`config.mk`:
```
export PLATFORM = sky130hd
export DESIGN_NAME = srl_latch_unit
export DESIGN_NICKNAME = d
export VERILOG_FILES = /design/src/shared/srl_pkg.sv /design/src/verilog/srl_latch_unit.sv
export SDC_FILE = /design/constraint.sdc
export NUM_CORES = 1
export LEC_CHECK = 0
export ABC_AREA = 1
export BUFFER_PORTS_ARGS = -buffer_cell sky130_fd_sc_hd__clkbuf_2
export CELL_PAD_IN_SITES_DETAIL_PLACEMENT = 1
export CELL_PAD_IN_SITES_GLOBAL_PLACEMENT = 2
export CORE_UTILIZATION = 31
export CTS_CLUSTER_DIAMETER = 200
export CTS_CLUSTER_SIZE = 14
export DETAILED_ROUTE_END_ITERATION = 8
export MAX_ROUTING_LAYER = met4
export PLACE_DENSITY = 0.88
export SYNTH_ARGS = -nofsm -noshare
export SYNTH_HDL_FRONTEND = slang
export SYNTH_SLANG_ARGS = --single-unit
```
`constraint.sdc`:
```
create_clock -name clock -period 3.6 [get_ports clock]
set_input_delay 0.54 -clock clock [delete_from_list [all_inputs] [get_ports clock]]
set_output_delay 0.54 -clock clock [all_outputs]
set_load 0.03 [all_outputs]
```
`src/shared/srl_pkg.sv`:
```
// Constants shared by the set-reset latch unit: register map, field layout and timing.
// Assumes a 32-bit APB slave port; registers sit in the low bits of aligned words.
package srl_pkg;
  // Register byte addresses.
  localparam logic [7:0] SRL_ADDR_CTRL0 = 8'h00;
  localparam logic [7:0] SRL_ADDR_CTRL1 = 8'h04;
  localparam logic [7:0] SRL_ADDR_STATUS = 8'h08;
  localparam int SRL_ADDR_W = 8;
  // Control register 0 fields.
  localparam int SRL_C0_LATCH_EN = 7;
  localparam int SRL_C0_SEL_HI = 6;
  localparam int SRL_C0_SEL_LO = 4;
  localparam int SRL_C0_TRUE_EN = 3;
  localparam int SRL_C0_INV_EN = 2;
  localparam int SRL_C0_FW_SET = 1;
  localparam int SRL_C0_FW_RST = 0;
  localparam logic [7:0] SRL_CTRL0_RESET = 8'h00;
  // Control register 1 fields: per-source set and reset enables, then the comparator timer resampling bits.
  localparam int SRL_C1_PULSE_SET = 0;
  localparam int SRL_C1_PULSE_RST = 1;
  localparam int SRL_C1_EXT_SET = 2;
  localparam int SRL_C1_EXT_RST = 3;
  localparam int SRL_C1_CMP1_SET = 4;
  localparam int SRL_C1_CMP1_RST = 5;
  localparam int SRL_C1_CMP2_SET = 6;
  localparam int SRL_C1_CMP2_RST = 7;
  localparam int SRL_C1_CMP1_TSYNC = 8;
  localparam int SRL_C1_CMP2_TSYNC = 9;
  localparam int SRL_CTRL1_W = 10;
  localparam logic [SRL_CTRL1_W-1:0] SRL_CTRL1_RESET = 10'h000;
  // Status register field.
  localparam int SRL_ST_STATE = 0;
  // Periodic pulse divider: code 0 divides by 4, each code doubles it.
  localparam int SRL_DIV_BASE_LOG2 = 2;
  localparam int SRL_SEL_W = 3;
  localparam int SRL_DIV_CNT_W = 9;
  // System clock figures.
  localparam int SRL_CLOCK_HZ = 50_000_000;
  localparam int SRL_CLOCK_NS = 1_000_000_000 / SRL_CLOCK_HZ;
  // Firmware pulse lasts one instruction period, which is one system clock here.
  localparam int SRL_FW_PULSE_NS = 20;
  localparam int SRL_FW_PULSE_CYC = (SRL_FW_PULSE_NS + SRL_CLOCK_NS - 1) / SRL_CLOCK_NS;
endpackage

```
`src/verilog/srl_latch_unit.sv`:
```
// Set-reset latch unit with an APB register port and two gated latch output pins.
// Assumes comparator results and the external input are asynchronous, while the timer tick
// and the pin direction bits come from logic on the same clock.
//
// Design decisions made here: the APB slave port and the address map.
`timescale 1ns/1ns
`default_nettype none

module srl_latch_unit
(
  input wire logic clock, // System clock, 50 MHz.
  input wire logic rst_n, // Asynchronous active-low reset.
  input wire logic psel, // APB select.
  input wire logic penable, // APB access phase.
  input wire logic pwrite, // APB direction, high for write.
  input wire logic [srl_pkg::SRL_ADDR_W-1:0] paddr, // APB byte address.
  input wire logic [31:0] pwdata, // APB write data.
  input wire logic [3:0] pstrb, // APB byte strobes.
  output logic [31:0] prdata, // APB read data.
  output logic pready, // APB ready.
  output logic pslverr, // APB error for unmapped address.
  input wire logic comparator_one_result, // First comparator output, asynchronous.
  input wire logic comparator_two_result, // Second comparator output, asynchronous.
  input wire logic latch_external_input, // External latch input pin.
  input wire logic timer_tick, // One-cycle tick of the timer clock source.
  input wire logic true_pin_direction_bit, // Direction of true pin, low selects output.
  input wire logic inverted_pin_direction_bit, // Direction of inverted pin, low is output.
  output logic true_output_pin, // True latch output value.
  output logic true_output_pin_oe, // True pin output enable.
  output logic inverted_output_pin, // Inverted latch output value.
  output logic inverted_output_pin_oe // Inverted pin output enable.
);
  import srl_pkg::*;

  logic rst_meta_q;
  logic rst_sync_n;
  logic [7:0] ctrl0_q;
  logic [SRL_CTRL1_W-1:0] ctrl1_q;
  logic fw_set_q;
  logic fw_rst_q;
  logic [1:0] cmp1_sync_q;
  logic [1:0] cmp2_sync_q;
  logic [1:0] ext_sync_q;
  logic cmp1_timed_q;
  logic cmp2_timed_q;
  logic [SRL_DIV_CNT_W-1:0] div_cnt_q;
  logic [SRL_DIV_CNT_W-1:0] div_mask;
  logic pulse_q;
  logic latch_q;
  logic latch_d;
  logic set_eff;
  logic rst_eff;
  logic cmp1_src;
  logic cmp2_src;
  logic ext_src;
  logic latch_en;
  logic wr_en;
  logic rd_en;
  logic [31:0] rd_word;
  logic addr_ok;
  logic wr_ctrl0;

  // Reset is released through two flops so every register reset by it leaves reset on the same edge.
  always_ff @(posedge clock or negedge rst_n)
  begin
    if (!rst_n)
    begin
      rst_meta_q <= 1'b0;
      rst_sync_n <= 1'b0;
    end
    else
    begin
      rst_meta_q <= 1'b1;
      rst_sync_n <= rst_meta_q;
    end
  end

  // Zero-wait APB slave: every access completes in its first access cycle. The read word is
  // picked in the setup cycle so that the answer can stand in flops during the access cycle.
  assign wr_en = psel && penable && pready && pwrite;
  assign rd_en = psel && !penable && !pwrite;
  assign addr_ok = (paddr == SRL_ADDR_CTRL0) || (paddr == SRL_ADDR_CTRL1)
    || (paddr == SRL_ADDR_STATUS);
  assign wr_ctrl0 = wr_en && pstrb[0] && (paddr == SRL_ADDR_CTRL0);

  always_comb
  begin
    rd_word = 32'h0000_0000;
    if (paddr == SRL_ADDR_CTRL0)
      rd_word = {24'h00_0000, ctrl0_q[7:2], fw_set_q, fw_rst_q};
    else if (paddr == SRL_ADDR_CTRL1)
      rd_word = {22'h00_0000, ctrl1_q};
    else if (paddr == SRL_ADDR_STATUS)
      rd_word = {31'h0000_0000, latch_q};
  end

  // Ready, error and read data are loaded in the setup cycle, so the bus pins carry no path
  // from the bus inputs; an unmapped word reads as zero with the error raised.
  always_ff @(posedge clock or negedge rst_sync_n)
  begin
    if (!rst_sync_n)
    begin
      prdata <= 32'h0000_0000;
      pready <= 1'b0;
      pslverr <= 1'b0;
    end
    else
    begin
      pready <= psel && !penable;
      pslverr <= psel && !penable && !addr_ok;
      prdata <= rd_en ? rd_word : 32'h0000_0000;
    end
  end

  // Control register 0 holds the steady fields; the two pulse bits live in their own flops.
  always_ff @(posedge clock or negedge rst_sync_n)
  begin
    if (!rst_sync_n)
      ctrl0_q <= SRL_CTRL0_RESET;
    else if (wr_ctrl0)
      ctrl0_q <= {pwdata[7:2], 2'b00};
  end

  always_ff @(posedge clock or negedge rst_sync_n)
  begin
    if (!rst_sync_n)
      ctrl1_q <= SRL_CTRL1_RESET;
    else if (wr_en && (paddr == SRL_ADDR_CTRL1))
    begin
      if (pstrb[0])
        ctrl1_q[7:0] <= pwdata[7:0];
      if (pstrb[1])
        ctrl1_q[SRL_CTRL1_W-1:8] <= pwdata[SRL_CTRL1_W-1:8];
    end
  end

  // A written one raises the pulse for one clock, then it clears with no second write.
  always_ff @(posedge clock or negedge rst_sync_n)
  begin
    if (!rst_sync_n)
    begin
      fw_set_q <= 1'b0;
      fw_rst_q <= 1'b0;
    end
    else
    begin
      fw_set_q <= wr_ctrl0 && pwdata[SRL_C0_FW_SET];
      fw_rst_q <= wr_ctrl0 && pwdata[SRL_C0_FW_RST];
    end
  end

  // Asynchronous sources pass two flops before any logic reads them.
  always_ff @(posedge clock or negedge rst_sync_n)
  begin
    if (!rst_sync_n)
    begin
      cmp1_sync_q <= 2'b00;
      cmp2_sync_q <= 2'b00;
      ext_sync_q <= 2'b00;
    end
    else
    begin
      cmp1_sync_q <= {cmp1_sync_q[0], comparator_one_result};
      cmp2_sync_q <= {cmp2_sync_q[0], comparator_two_result};
      ext_sync_q <= {ext_sync_q[0], latch_external_input};
    end
  end

  // Optional resampling of each comparator result on the timer clock tick.
  always_ff @(posedge clock or negedge rst_sync_n)
  begin
    if (!rst_sync_n)
    begin
      cmp1_timed_q <= 1'b0;
      cmp2_timed_q <= 1'b0;
    end
    else if (timer_tick)
    begin
      cmp1_timed_q <= cmp1_sync_q[1];
      cmp2_timed_q <= cmp2_sync_q[1];
    end
  end

  assign cmp1_src = ctrl1_q[SRL_C1_CMP1_TSYNC] ? cmp1_timed_q : cmp1_sync_q[1];
  assign cmp2_src = ctrl1_q[SRL_C1_CMP2_TSYNC] ? cmp2_timed_q : cmp2_sync_q[1];
  assign ext_src = ext_sync_q[1];

  // Free-running divider; the mask keeps the low bits of the selected power of two.
  assign div_mask = SRL_DIV_CNT_W'((10'h001 << (SRL_DIV_BASE_LOG2
    + int'(ctrl0_q[SRL_C0_SEL_HI:SRL_C0_SEL_LO]))) - 10'h001);

  always_ff @(posedge clock or negedge rst_sync_n)
  begin
    if (!rst_sync_n)
    begin
      div_cnt_q <= '0;
      pulse_q <= 1'b0;
    end
    else
    begin
      div_cnt_q <= div_cnt_q + SRL_DIV_CNT_W'(1);
      pulse_q <= ((div_cnt_q & div_mask) == div_mask);
    end
  end

  assign latch_en = ctrl0_q[SRL_C0_LATCH_EN];

  // Every enabled source feeds its input; reset then dominates set.
  always_comb
  begin
    set_eff = fw_set_q
      || (pulse_q && ctrl1_q[SRL_C1_PULSE_SET])
      || (ext_src && ctrl1_q[SRL_C1_EXT_SET])
      || (cmp1_src && ctrl1_q[SRL_C1_CMP1_SET])
      || (cmp2_src && ctrl1_q[SRL_C1_CMP2_SET]);
    rst_eff = fw_rst_q
      || (pulse_q && ctrl1_q[SRL_C1_PULSE_RST])
      || (ext_src && ctrl1_q[SRL_C1_EXT_RST])
      || (cmp1_src && ctrl1_q[SRL_C1_CMP1_RST])
      || (cmp2_src && ctrl1_q[SRL_C1_CMP2_RST]);
    latch_d = latch_q;
    if (latch_en && rst_eff)
      latch_d = 1'b0;
    else if (latch_en && set_eff)
      latch_d = 1'b1;
  end

  // The latch holds its state across reset, so it starts unknown until software sets or resets it.
  always_ff @(posedge clock)
  begin
    latch_q <= latch_d;
  end

  // Each pin drives only with the latch enabled, its own enable set and its direction low.
  always_ff @(posedge clock or negedge rst_sync_n)
  begin
    if (!rst_sync_n)
    begin
      true_output_pin <= 1'b0;
      true_output_pin_oe <= 1'b0;
      inverted_output_pin <= 1'b0;
      inverted_output_pin_oe <= 1'b0;
    end
    else
    begin
      true_output_pin_oe <= latch_en && ctrl0_q[SRL_C0_TRUE_EN]
        && !true_pin_direction_bit;
      inverted_output_pin_oe <= latch_en && ctrl0_q[SRL_C0_INV_EN]
        && !inverted_pin_direction_bit;
      true_output_pin <= latch_en && ctrl0_q[SRL_C0_TRUE_EN] && latch_d;
      inverted_output_pin <= latch_en && ctrl0_q[SRL_C0_INV_EN] && !latch_d;
    end
  end
endmodule

`default_nettype wire

```
# --- Yosys cells after proc, flatten, opt, wreduce, memory -nomap -nowiden ---
# Cells that the tools add are included.
word_totals:
  reg_bits: 77
  inputBits: 55
  out_inout_bits: 38
  word_cells: 84
classes:
  n_addsub: 3
  n_eq_ne: 3
  shift: 1
  muxes: 8
  n_bitwise: 1
  reduce_logical: 46
ops:
  columns: ["op", "n"]
  rows:
  - ["32-bit 2-to-1 mux", 3]
  - ["1-bit logical AND", 27]
  - ["1-bit logical OR", 10]
  - ["9-bit by 1-bit adder with 9-bit output (second input constant)", 1]
  - ["9-bit AND", 1]
  - ["9-bit equality test", 1]
  - ["1-bit by 4-bit left shift with 9-bit output (first input constant)", 1]
  - ["9-bit by 1-bit subtractor with 9-bit output (second input constant)", 1]
  - ["8-bit by 3-bit equality test with 1-bit output (second input constant)", 1]
  - ["8-bit by 4-bit equality test with 1-bit output (second input constant)", 1]
  - ["8-bit logical NOT", 1]
  - ["1-bit logical NOT", 6]
  - ["1-bit 2-to-1 mux", 5]
  - ["2-bit by 3-bit adder with 4-bit output (first input constant)", 1]
  - ["2-bit AND reduction", 2]

# --- Longest topological paths before layout ---
# Gate-level depths: netlist of run 1.
logic_depth:
  depth_word: 10
  ltp_mapped: 11
  ltp_nobuf: 11

# --- Least setup slack after synthesis of run 1 ---
# OpenSTA, ideal clock, no wires.
synth_timing:
  path_kind: "reg-to-reg"
  from: "reg ctrl0_q[5]"
  to: "reg pulse_q"
  setup_time_ps: 117
  arrival_time_ps: 1493
  required_ps: 3483
  slack_ps: 1990
  path_stages_with_launch: 9
  n_path_buf: 0
  synth_period_minus_slack_ps: 1610
  path_cell_list: "dfrtp_1 inv_2 ha_1 inv_1 nand3_1 o21ai_0 nor2_1 nor2_1 nor2_1"
synth_between:
  elab_chain_len: 5
synth_rtl:
  columns: ["item", "line", "rtl"]
  rows:
  - ["from (decl)", "srl_latch_unit.sv:37", "logic [7:0] ctrl0_q;"]
  - ["from (signal assigned)", "srl_latch_unit.sv:121", "ctrl0_q <= {pwdata[7:2], 2'b00};"]
  - ["2-bit by 3-bit adder with 4-bit output (*)", "srl_latch_unit.sv:190", "+ int'(ctrl0_q[SRL_C0_SEL_HI:SRL_C0_SEL_LO]))) - 10'h001);"]
  - ["1-bit by 4-bit left shift with 9-bit output (*)", "srl_latch_unit.sv:189", "assign div_mask = SRL_DIV_CNT_W'((10'h001 << (SRL_DIV_BASE_LOG2"]
  - ["9-bit by 1-bit subtractor with 9-bit output (*)", "srl_latch_unit.sv:190", null]
  - ["9-bit AND", "srl_latch_unit.sv:202", "pulse_q <= ((div_cnt_q & div_mask) == div_mask);"]
  - ["9-bit equality test (*)", "srl_latch_unit.sv:202", null]
  - ["to (signal assigned)", "srl_latch_unit.sv:202", null]
  - ["to (decl)", "srl_latch_unit.sv:48", "logic pulse_q;"]
# Mark *: on every way between the ends. The rest lies on a longest branch, timed or not.
# A chain may end at the register's enable or synchronous reset.

# --- Worst setup path after layout of run 1 ---
# Ends and elaborated chain as after synthesis.

==> summary.md, run 1 <==
| Metric | Value |
|---|---|
| Sw Ratio | 23.2% |
| Ys Warns | 0 |
| Top cells by count, synth | 80 x nand2_1, 54 x dfrtp_1, 34 x inv_1, 23 x buf_4, 17 x nor2_1 |
| Clock power frac | 40.4% |
| Synth Cell Area | 0.00262 mm² |
| Leak | 1.62 nW |
| # DRC | 0 |
| Cell taking the most area after synthesis | dfrtp_1 |
| Setup Crit Path Kind | reg -> reg |
| Max VDD drop | 0.222 mV |
| Slew Limit Fails | 0 |
| Number of cell rows | 33 |
| First drt pass iteration count | 4 |
| EDFF count, synth | 0 |
| DRC marker count from the first detailed-route iteration | 54 |
| Setup Fix Bufs, Post-CTS | 0 |
| Antenna cells | 0 |
| Critical path cell sequence | inv_2 > ha_1 > inv_1 > nand3_1 > o21ai_0 > nand2_1 > nand2_1 > nor2_1 > nor2_1 |
| CTS root buffer | clkbuf_8 |
| Fraction of the cycle the final worst path needs | 54.6% |
| Largest net degree at the start of global routing | 38 |
| Antenna violations before repair | 0 |
| Crit path largest cell delay | 560 ps |
| Setup slack at placement | 1400 ps |
| Power per Cell Area | 397 mW/mm² |
| Post-synthesis instance total | 289 |
| Cell Int Power | 0.000923 W |
| Top_reg_cell synth | dfrtp_1 |
| Routed WL per cell | 12.5 µm |
| Critical path launch point | ctrl0_q[5]$_DFFE_PN0P_ |
| Worst-Margin Slew | 814 ps |
| Initial Util | 32.0% |
| PnR worst setup slack | 1630 ps |
| Relative slew slack | 45.7% |
| Clock Skew | 17.5 ps |
| HP Start | latch_external_input |
| Fraction of registers with async set/reset | 98.2% |
| Vias in the first global route | 2063 |
| Max H-tree Level | 2 |
| CTS tree | yes |
| First-pass GRT wire length | 9520 µm |
| Clock sink total | 55 |
| # fillers | 1004 |
| Die height | 93.8 µm |
| Clock buffer depth | 2 |
| CP arrival | 2190 ps |
| CP Capture Type | flip-flop |
| Core area | 0.00818 mm² |
| Reg clk slew, reported paths | 90 ps |
| Comb power frac | 6.5% |
| Endpoints failing hold | 0 |
| NumNets Final | 403 |
| Post-Syn Area per Cell | 9.05 µm² |
| Hold_ws | 329 ps |
| Top-area cell type share of the netlist area | 51.7% |
| Layout area overhead | 15.7% |
| Netlist cell types | 30 |
| Max Cap Violations | 0 |
| Yosys reg bits | 55 |
| Worst-Skew Late Latency | 320 ps |
| Final ANT Viol Nets | 0 |
| Layout cells sized above 1 | 22.2% |
| Final WL | 5610 µm |
| Crit path time final | 1970 ps |
| Hold Path Class | in -> reg |
| Most common cell in the netlist | nand2_1 |
| Final Setup Violations | 0 |
| CTS Buf Count | 5 |
| Width of the die | 93.8 µm |
| Critical R2R Launch | ctrl0_q[5]$_DFFE_PN0P_ |
| Seq/Total Area, Yosys | 52.4% |
| Fmax | 509 MHz |
| CP Max Fanout | 10 |
| Synth top area cells | dfrtp_1 52%, nand2_1 11%, buf_4 6.6%, inv_1 4.9%, ha_1 3.3% |
| CP max-delay cell | dfrtp_1 |
| Grt ovf | 0 |
| GR Util All Layers | 14.4% |
| Status | completed |
| Port bufs | 46 |
| Required time worst endpoint | 3830 ps |
| Placed Area | 0.00288 mm² |
| Setup repair after global routing missed its margin | false |
| CP startpoint kind | flip-flop |
| Hpwl dp | 4250 µm |
| Gpl congestion | 0.786 |
| Vias per cell | 4.35 |
| Post-layout instance area | 0.00303 mm² |
| Seq pwr share | 53.0% |
| Sw Pwr | 0.000278 W |
| Die ar. | 0.00881 mm² |
| Via count | 1944 |
| Setup_tns | 0 ps |
| Io pins | 93 |
==> layout make-up <==
class	instances	area, µm²	share of cell area [%]
clock buffers	5	68.8	2.27
repair buffers	48	248	8.19
inverters	37	144	4.75
clock inverters	3	67.6	2.23
well taps	105	131	4.34
flip-flops and latches	55	1370	45.3
multi-input cells	194	995	32.9
==> flip-flops by register name, indices dropped and copies added, names as in the netlist, 2 cells and up <==
name         cells
ext_sync_q       2
prdata          10
div_cnt_q        9
cmp2_sync_q      2
cmp1_sync_q      2
ctrl0_q          6
ctrl1_q         10
==> final timing paths <==
path                                           endpoint  slack [ps]  cells past startpoint
worst max register to register        pulse_q$_DFF_PN0_        1630                      9
max in group asynchronous        ctrl0_q[5]$_DFFE_PN0P_        2490                      1
worst min register to register      prdata[5]$_DFF_PN0_         360                      0
worst max-delay path                  pulse_q$_DFF_PN0_        1630                      9
worst min-delay path            ext_sync_q[0]$_DFF_PN0_         330                      1
min in group asynchronous           prdata[5]$_DFF_PN0_         360                      0
==> repair_timing <==
| item | CTS | global route |
|---|---|---|
| gates resized for setup | 0 | 0 |
| endpoints found under the hold margin | 2 | 0 |
| hold buffers | 1 | 0 |
==> stage by stage <==
stage | power (W) | std cells | util [%]
detailed placement | 0.000728 | 438 | 35.2
CTS | 0.00122 | 447 | 37.0
floorplan | 0.000715 | 310 | -
global route | 0.00124 | 447 | 37.0
global placement | 0.000726 | 438 | 35.2
finish | 0.00120 | 447 | 37.0
==> cell families (layout without fill, tap and decap cells) <==
logic type               Yosys count  in the layout  synth area share [%]
AND/OR/NAND/NOR                  132            132                  23.2
buffers and inverters             61             93                  12.5
flip-flops                        55             55                  52.4
AO/OA/AOI/OAI                     24             24                  5.45
adder cells (fa/ha/maj)            7              7                  3.35
XOR/XNOR                           7              7                  2.34
other                              2             23                 0.287
multiplexers                       1              1                 0.431
==> power groups by stage <==
stage / Sequential (W) / Combinational (W) / Clock, W
finish: 0.000637 / 0.0000785 / 0.000486
global route: 0.000640 / 0.0000864 / 0.000517
floorplan: 0.000651 / 0.0000640 / 0
global placement: 0.000650 / 0.0000766 / 0
CTS: 0.000638 / 0.0000791 / 0.000498
detailed placement: 0.000650 / 0.0000779 / 0
==> layer usage <==
| metal | vias to the layer above | part of all wire (%) | global-route usage, % | routed length (µm) |
|---|---|---|---|---|
| li1 | 952 | - | - | - |
| met1 | 935 | 43 | 16.5 | 2410 |
| met2 | 49 | 52 | 25.6 | 2890 |
| met3 | 8 | 4.1 | 2.51 | 231 |
| met4 | 0 | 1.3 | 4.62 | 73 |
| met5 | - | 0 | - | 0 |
==> critical path: cells and delay by family, from the launching register on <==
family | cells | cell delay, ps
buffers and inverters | 2 | 260
adders and majority gates | 1 | 320
DFF | 1 | 560
AOI/OAI and AO/OA | 1 | 270
and+or+nand+nor | 5 | 480
==> placed cells by master (no fill, tap or decap), drive strengths merged, types with 2 or more instances in the layout <==
master / n
nand2: 82
dfrtp: 54
clkbuf: 51
inv: 37
conb: 23
nor2: 22
nand3: 17
a21oi: 12
o21ai: 12
ha: 7
xor2: 5
nand4: 3
nor3: 3
xnor2: 2
nor4: 2
nand3b: 2
bufinv: 2
No activity file was read; power rests on OpenSTA's default activity.
==> run 2: changes to the inputs <==
--- a/config.mk
+++ b/config.mk
@@ -9,12 +9,12 @@
 export BUFFER_PORTS_ARGS = -buffer_cell sky130_fd_sc_hd__clkbuf_2
 export CELL_PAD_IN_SITES_DETAIL_PLACEMENT = 1
 export CELL_PAD_IN_SITES_GLOBAL_PLACEMENT = 2
-export CORE_UTILIZATION = 31
+export CORE_UTILIZATION = 26
 export CTS_CLUSTER_DIAMETER = 200
 export CTS_CLUSTER_SIZE = 14
 export DETAILED_ROUTE_END_ITERATION = 8
 export MAX_ROUTING_LAYER = met4
-export PLACE_DENSITY = 0.88
+export PLACE_DENSITY = 0.79
 export SYNTH_ARGS = -nofsm -noshare
 export SYNTH_HDL_FRONTEND = slang
 export SYNTH_SLANG_ARGS = --single-unit
==> constraint.sdc (replaced) <==
create_clock -name clock -period 1.75 [get_ports clock]
set_input_delay 0.2625 -clock clock [delete_from_list [all_inputs] [get_ports clock]]
set_output_delay 0.2625 -clock clock [all_outputs]
set_load 0.03 [all_outputs]
==> run 2 against run 1 <==
Net effect:
- core utilization shrank 5.8 points
- first-iteration DRC count is 59% lower
- sequential power grew 100%
- register-to-register slack worse by 1400 ps
- via count is 2.0% lower
- critical path depth unchanged
- clock-buffer cell count up 1
- largest power group unchanged
- sequential cell count unchanged
- final area rose by 0.74%
- total power is 83% higher
- critical path type unchanged
- die area is 19% higher
- wire length decreased by 2.7%
==> summary.md, run 2 (synthesized netlist as in run 1, its figures left out) <==
| Metric | Value |
|---|---|
| Port bufs | 46 (unchanged) |
| Max VDD drop | 0.309 mV (+40%) |
| Initial Util | 26.8% (-5.2 points) |
| Max H-tree Level | 2 (unchanged) |
| CP max-delay cell | dfrtp_1 |
| Sw Ratio | 26.2% (+3.0 points) |
| Area of the multi-input gates | 995 µm² (unchanged) |
| Crit path largest cell delay | 390 ps (-170 ps) |
| Final WL | 5460 µm (-2.7%) |
| Gpl congestion | 0.793 (+0.93%) |
| Routed WL per cell | 11.4 µm (-9.0%) |
| Register area | 0.00137 mm² (unchanged) |
| Cell Int Power | 0.00162 W (+76%) |
| Worst-Skew Late Latency | 310 ps (about the same) |
| CP Capture Type | flip-flop |
| Hpwl dp | 4180 µm (-1.7%) |
| Max Cap Violations | 0 (unchanged) |
| Clock sink total | 55 (unchanged) |
| Via count | 1906 (-2.0%) |
| Setup_tns | 0 ps (unchanged) |
| Fmax | 644 MHz (+27%) |
| Clock buffer depth | 2 (unchanged) |
| Antenna violations before repair | 0 (unchanged) |
| Hold Path Class | in -> reg |
| Clock Skew | 6.97 ps (-10.5 ps) |
| Antenna cells | 0 (unchanged) |
| Comb power frac | 8.2% (+1.7 points) |
| Hold_ws | 48.3 ps (-281 ps) |
| CTS root buffer | clkbuf_8 |
| Crit path time final | 1550 ps (-412 ps) |
| CTS tree | yes |
| Io pins | 93 (unchanged) |
| Seq pwr share | 59.0% (+6.0 points) |
| First drt pass iteration count | 4 (unchanged) |
| Leak | 1.62 nW (-0.10%) |
| Die height | 102 µm (+9.0%) |
| Final ANT Viol Nets | 0 (unchanged) |
| GR Util All Layers | 11.9% (-2.5 points) |
| Biggest regs | ctrl1_q x10, prdata x10, div_cnt_q x9 |
| DRC marker count from the first detailed-route iteration | 22 (-59%) |
| Commonest non-fill, non-tap cell in the layout | nand2_1 |
| Required time worst endpoint | 2000 ps (-1830 ps) |
| Status | completed |
| Power per Cell Area | 720 mW/mm² (+81%) |
| Vias per cell | 3.99 (-8.3%) |
| Clock power frac | 32.7% (-7.7 points) |
| Vias in the first global route | 1938 (-6.1%) |
| CP arrival | 1800 ps (-390 ps) |
| Critical path cell sequence | inv_1 > ha_1 > inv_1 > nand3_1 > o21ai_1 > nand2_1 > nand2_1 > nor2_1 > nor2_1 |
| Number of cell rows | 36 (+9.1%) |
| Final Setup Violations | 0 (unchanged) |
| Setup Crit Path Kind | reg -> reg |
| Commonest non-fill, non-tap cells in the layout | 80 x nand2_1, 53 x dfrtp_1, 46 x clkbuf_2 |
| Endpoints failing hold | 0 (unchanged) |
| Largest net degree at the start of global routing | 53 (+39%) |
| First-pass GRT wire length | 9170 µm (-3.7%) |
| CP startpoint kind | flip-flop |
| Setup repair after global routing missed its margin | false |
| Slew Limit Fails | 0 (unchanged) |
| Core area | 0.00977 mm² (+20%) |
| Layout cells sized above 1 | 22.6% (+0.39 points) |
| NumNets Final | 406 (+0.74%) |
| Reg clk slew, reported paths | 100 ps (about the same) |
| CTS Buf Count | 5 (unchanged) |
| # fillers | 1177 (+17%) |
| # DRC | 0 (unchanged) |
| Width of the die | 102 µm (+9.0%) |
| Die ar. | 0.0105 mm² (+19%) |
| CP Max Fanout | 5 (-5) |
| Fraction of the cycle the final worst path needs | 88.8% (+34 points) |
| Grt ovf | 0 (unchanged) |
| Sw Pwr | 0.000575 W (+110%) |
| Layout area overhead | 16.6% |
-- run 2: changes by cell type in the layout (fill, tap and decap cells not counted), sizes merged --
cell	previous run	this run
bufinv	2	0
inv	37	38
clkbuf	51	52
buf	1	4
-- run 2: repair_timing --
item | CTS | global route
setup buffers | 0 | 0
endpoints found under the hold margin | 2 | 0
endpoints found under the setup margin | 0 | 1
hold buffers | 1 | 0
resized for setup | 0 | 1
-- run 2: area by class of cell --
class	count	share of cell area, %
sequential	55	45.0
clock buffer	6	2.38
inverter	37	4.72
multi-input combinational	194	32.6
tap	133	5.46
timing repair buffer	51	9.27
clock inverter	2	0.533
-- run 2: metrics by stage --
step / cells / setup WS [ps] / utilization [%] / area [µm²] / power, W
global placement: 469 / 164 / 30.2 / 2950 / 0.00150
finish: 478 / 197 / 31.2 / 3050 / 0.00219
global route: 478 / 0.344 / 31.2 / 3050 / 0.00230
CTS: 478 / 118 / 31.2 / 3050 / 0.00225
detailed placement: 469 / 142 / 30.2 / 2950 / 0.00150
floorplan: 310 / 135 / - / 2690 / 0.00147
-- run 2: power groups by stage --
stage	Clock [W]	Combinational (W)	Sequential, W
CTS	0.000766	0.000185	0.00130
finish	0.000719	0.000181	0.00130
global placement	0	0.000180	0.00132
detailed placement	0	0.000183	0.00132
global route	0.000804	0.000202	0.00130
floorplan	0	0.000132	0.00134
-- run 2: critical path: cells and delay by family, from the launching register on --
family                   cells  cell delay (ps)
flip-flops                   1              390
AO/OA/AOI/OAI                1              180
adder cells (fa/ha/maj)      1              260
buffers and inverters        2              260
AND/OR/NAND/NOR              5              390
-- run 2: per-layer routing --
layer | wire length, µm | vias up | global-route usage (%) | share of wire (%)
li1 | - | 958 | - | -
met1 | 2540 | 898 | 14.6 | 47
met2 | 2610 | 42 | 19.5 | 48
met3 | 235 | 8 | 2.80 | 4.3
met4 | 68 | 0 | 3.63 | 1.2
met5 | 0 | - | - | 0
-- run 2: path summary, 6_finish.rpt --
path	start	slack, ps	end	cells past startpoint
max	ctrl0_q[6]$_DFFE_PN0P_	200	pulse_q$_DFF_PN0_	9
min	latch_external_input	50	ext_sync_q[0]$_DFF_PN0_	1
max reg2reg	ctrl0_q[6]$_DFFE_PN0P_	200	pulse_q$_DFF_PN0_	9
min reg2reg	rst_sync_n$_DFF_PN0_	260	cmp1_sync_q[0]$_DFF_PN0_	1
max in group asynchronous	rst_sync_n$_DFF_PN0_	1250	prdata[1]$_DFF_PN0_	1
min in group asynchronous	rst_n	250	rst_sync_n$_DFF_PN0_	2
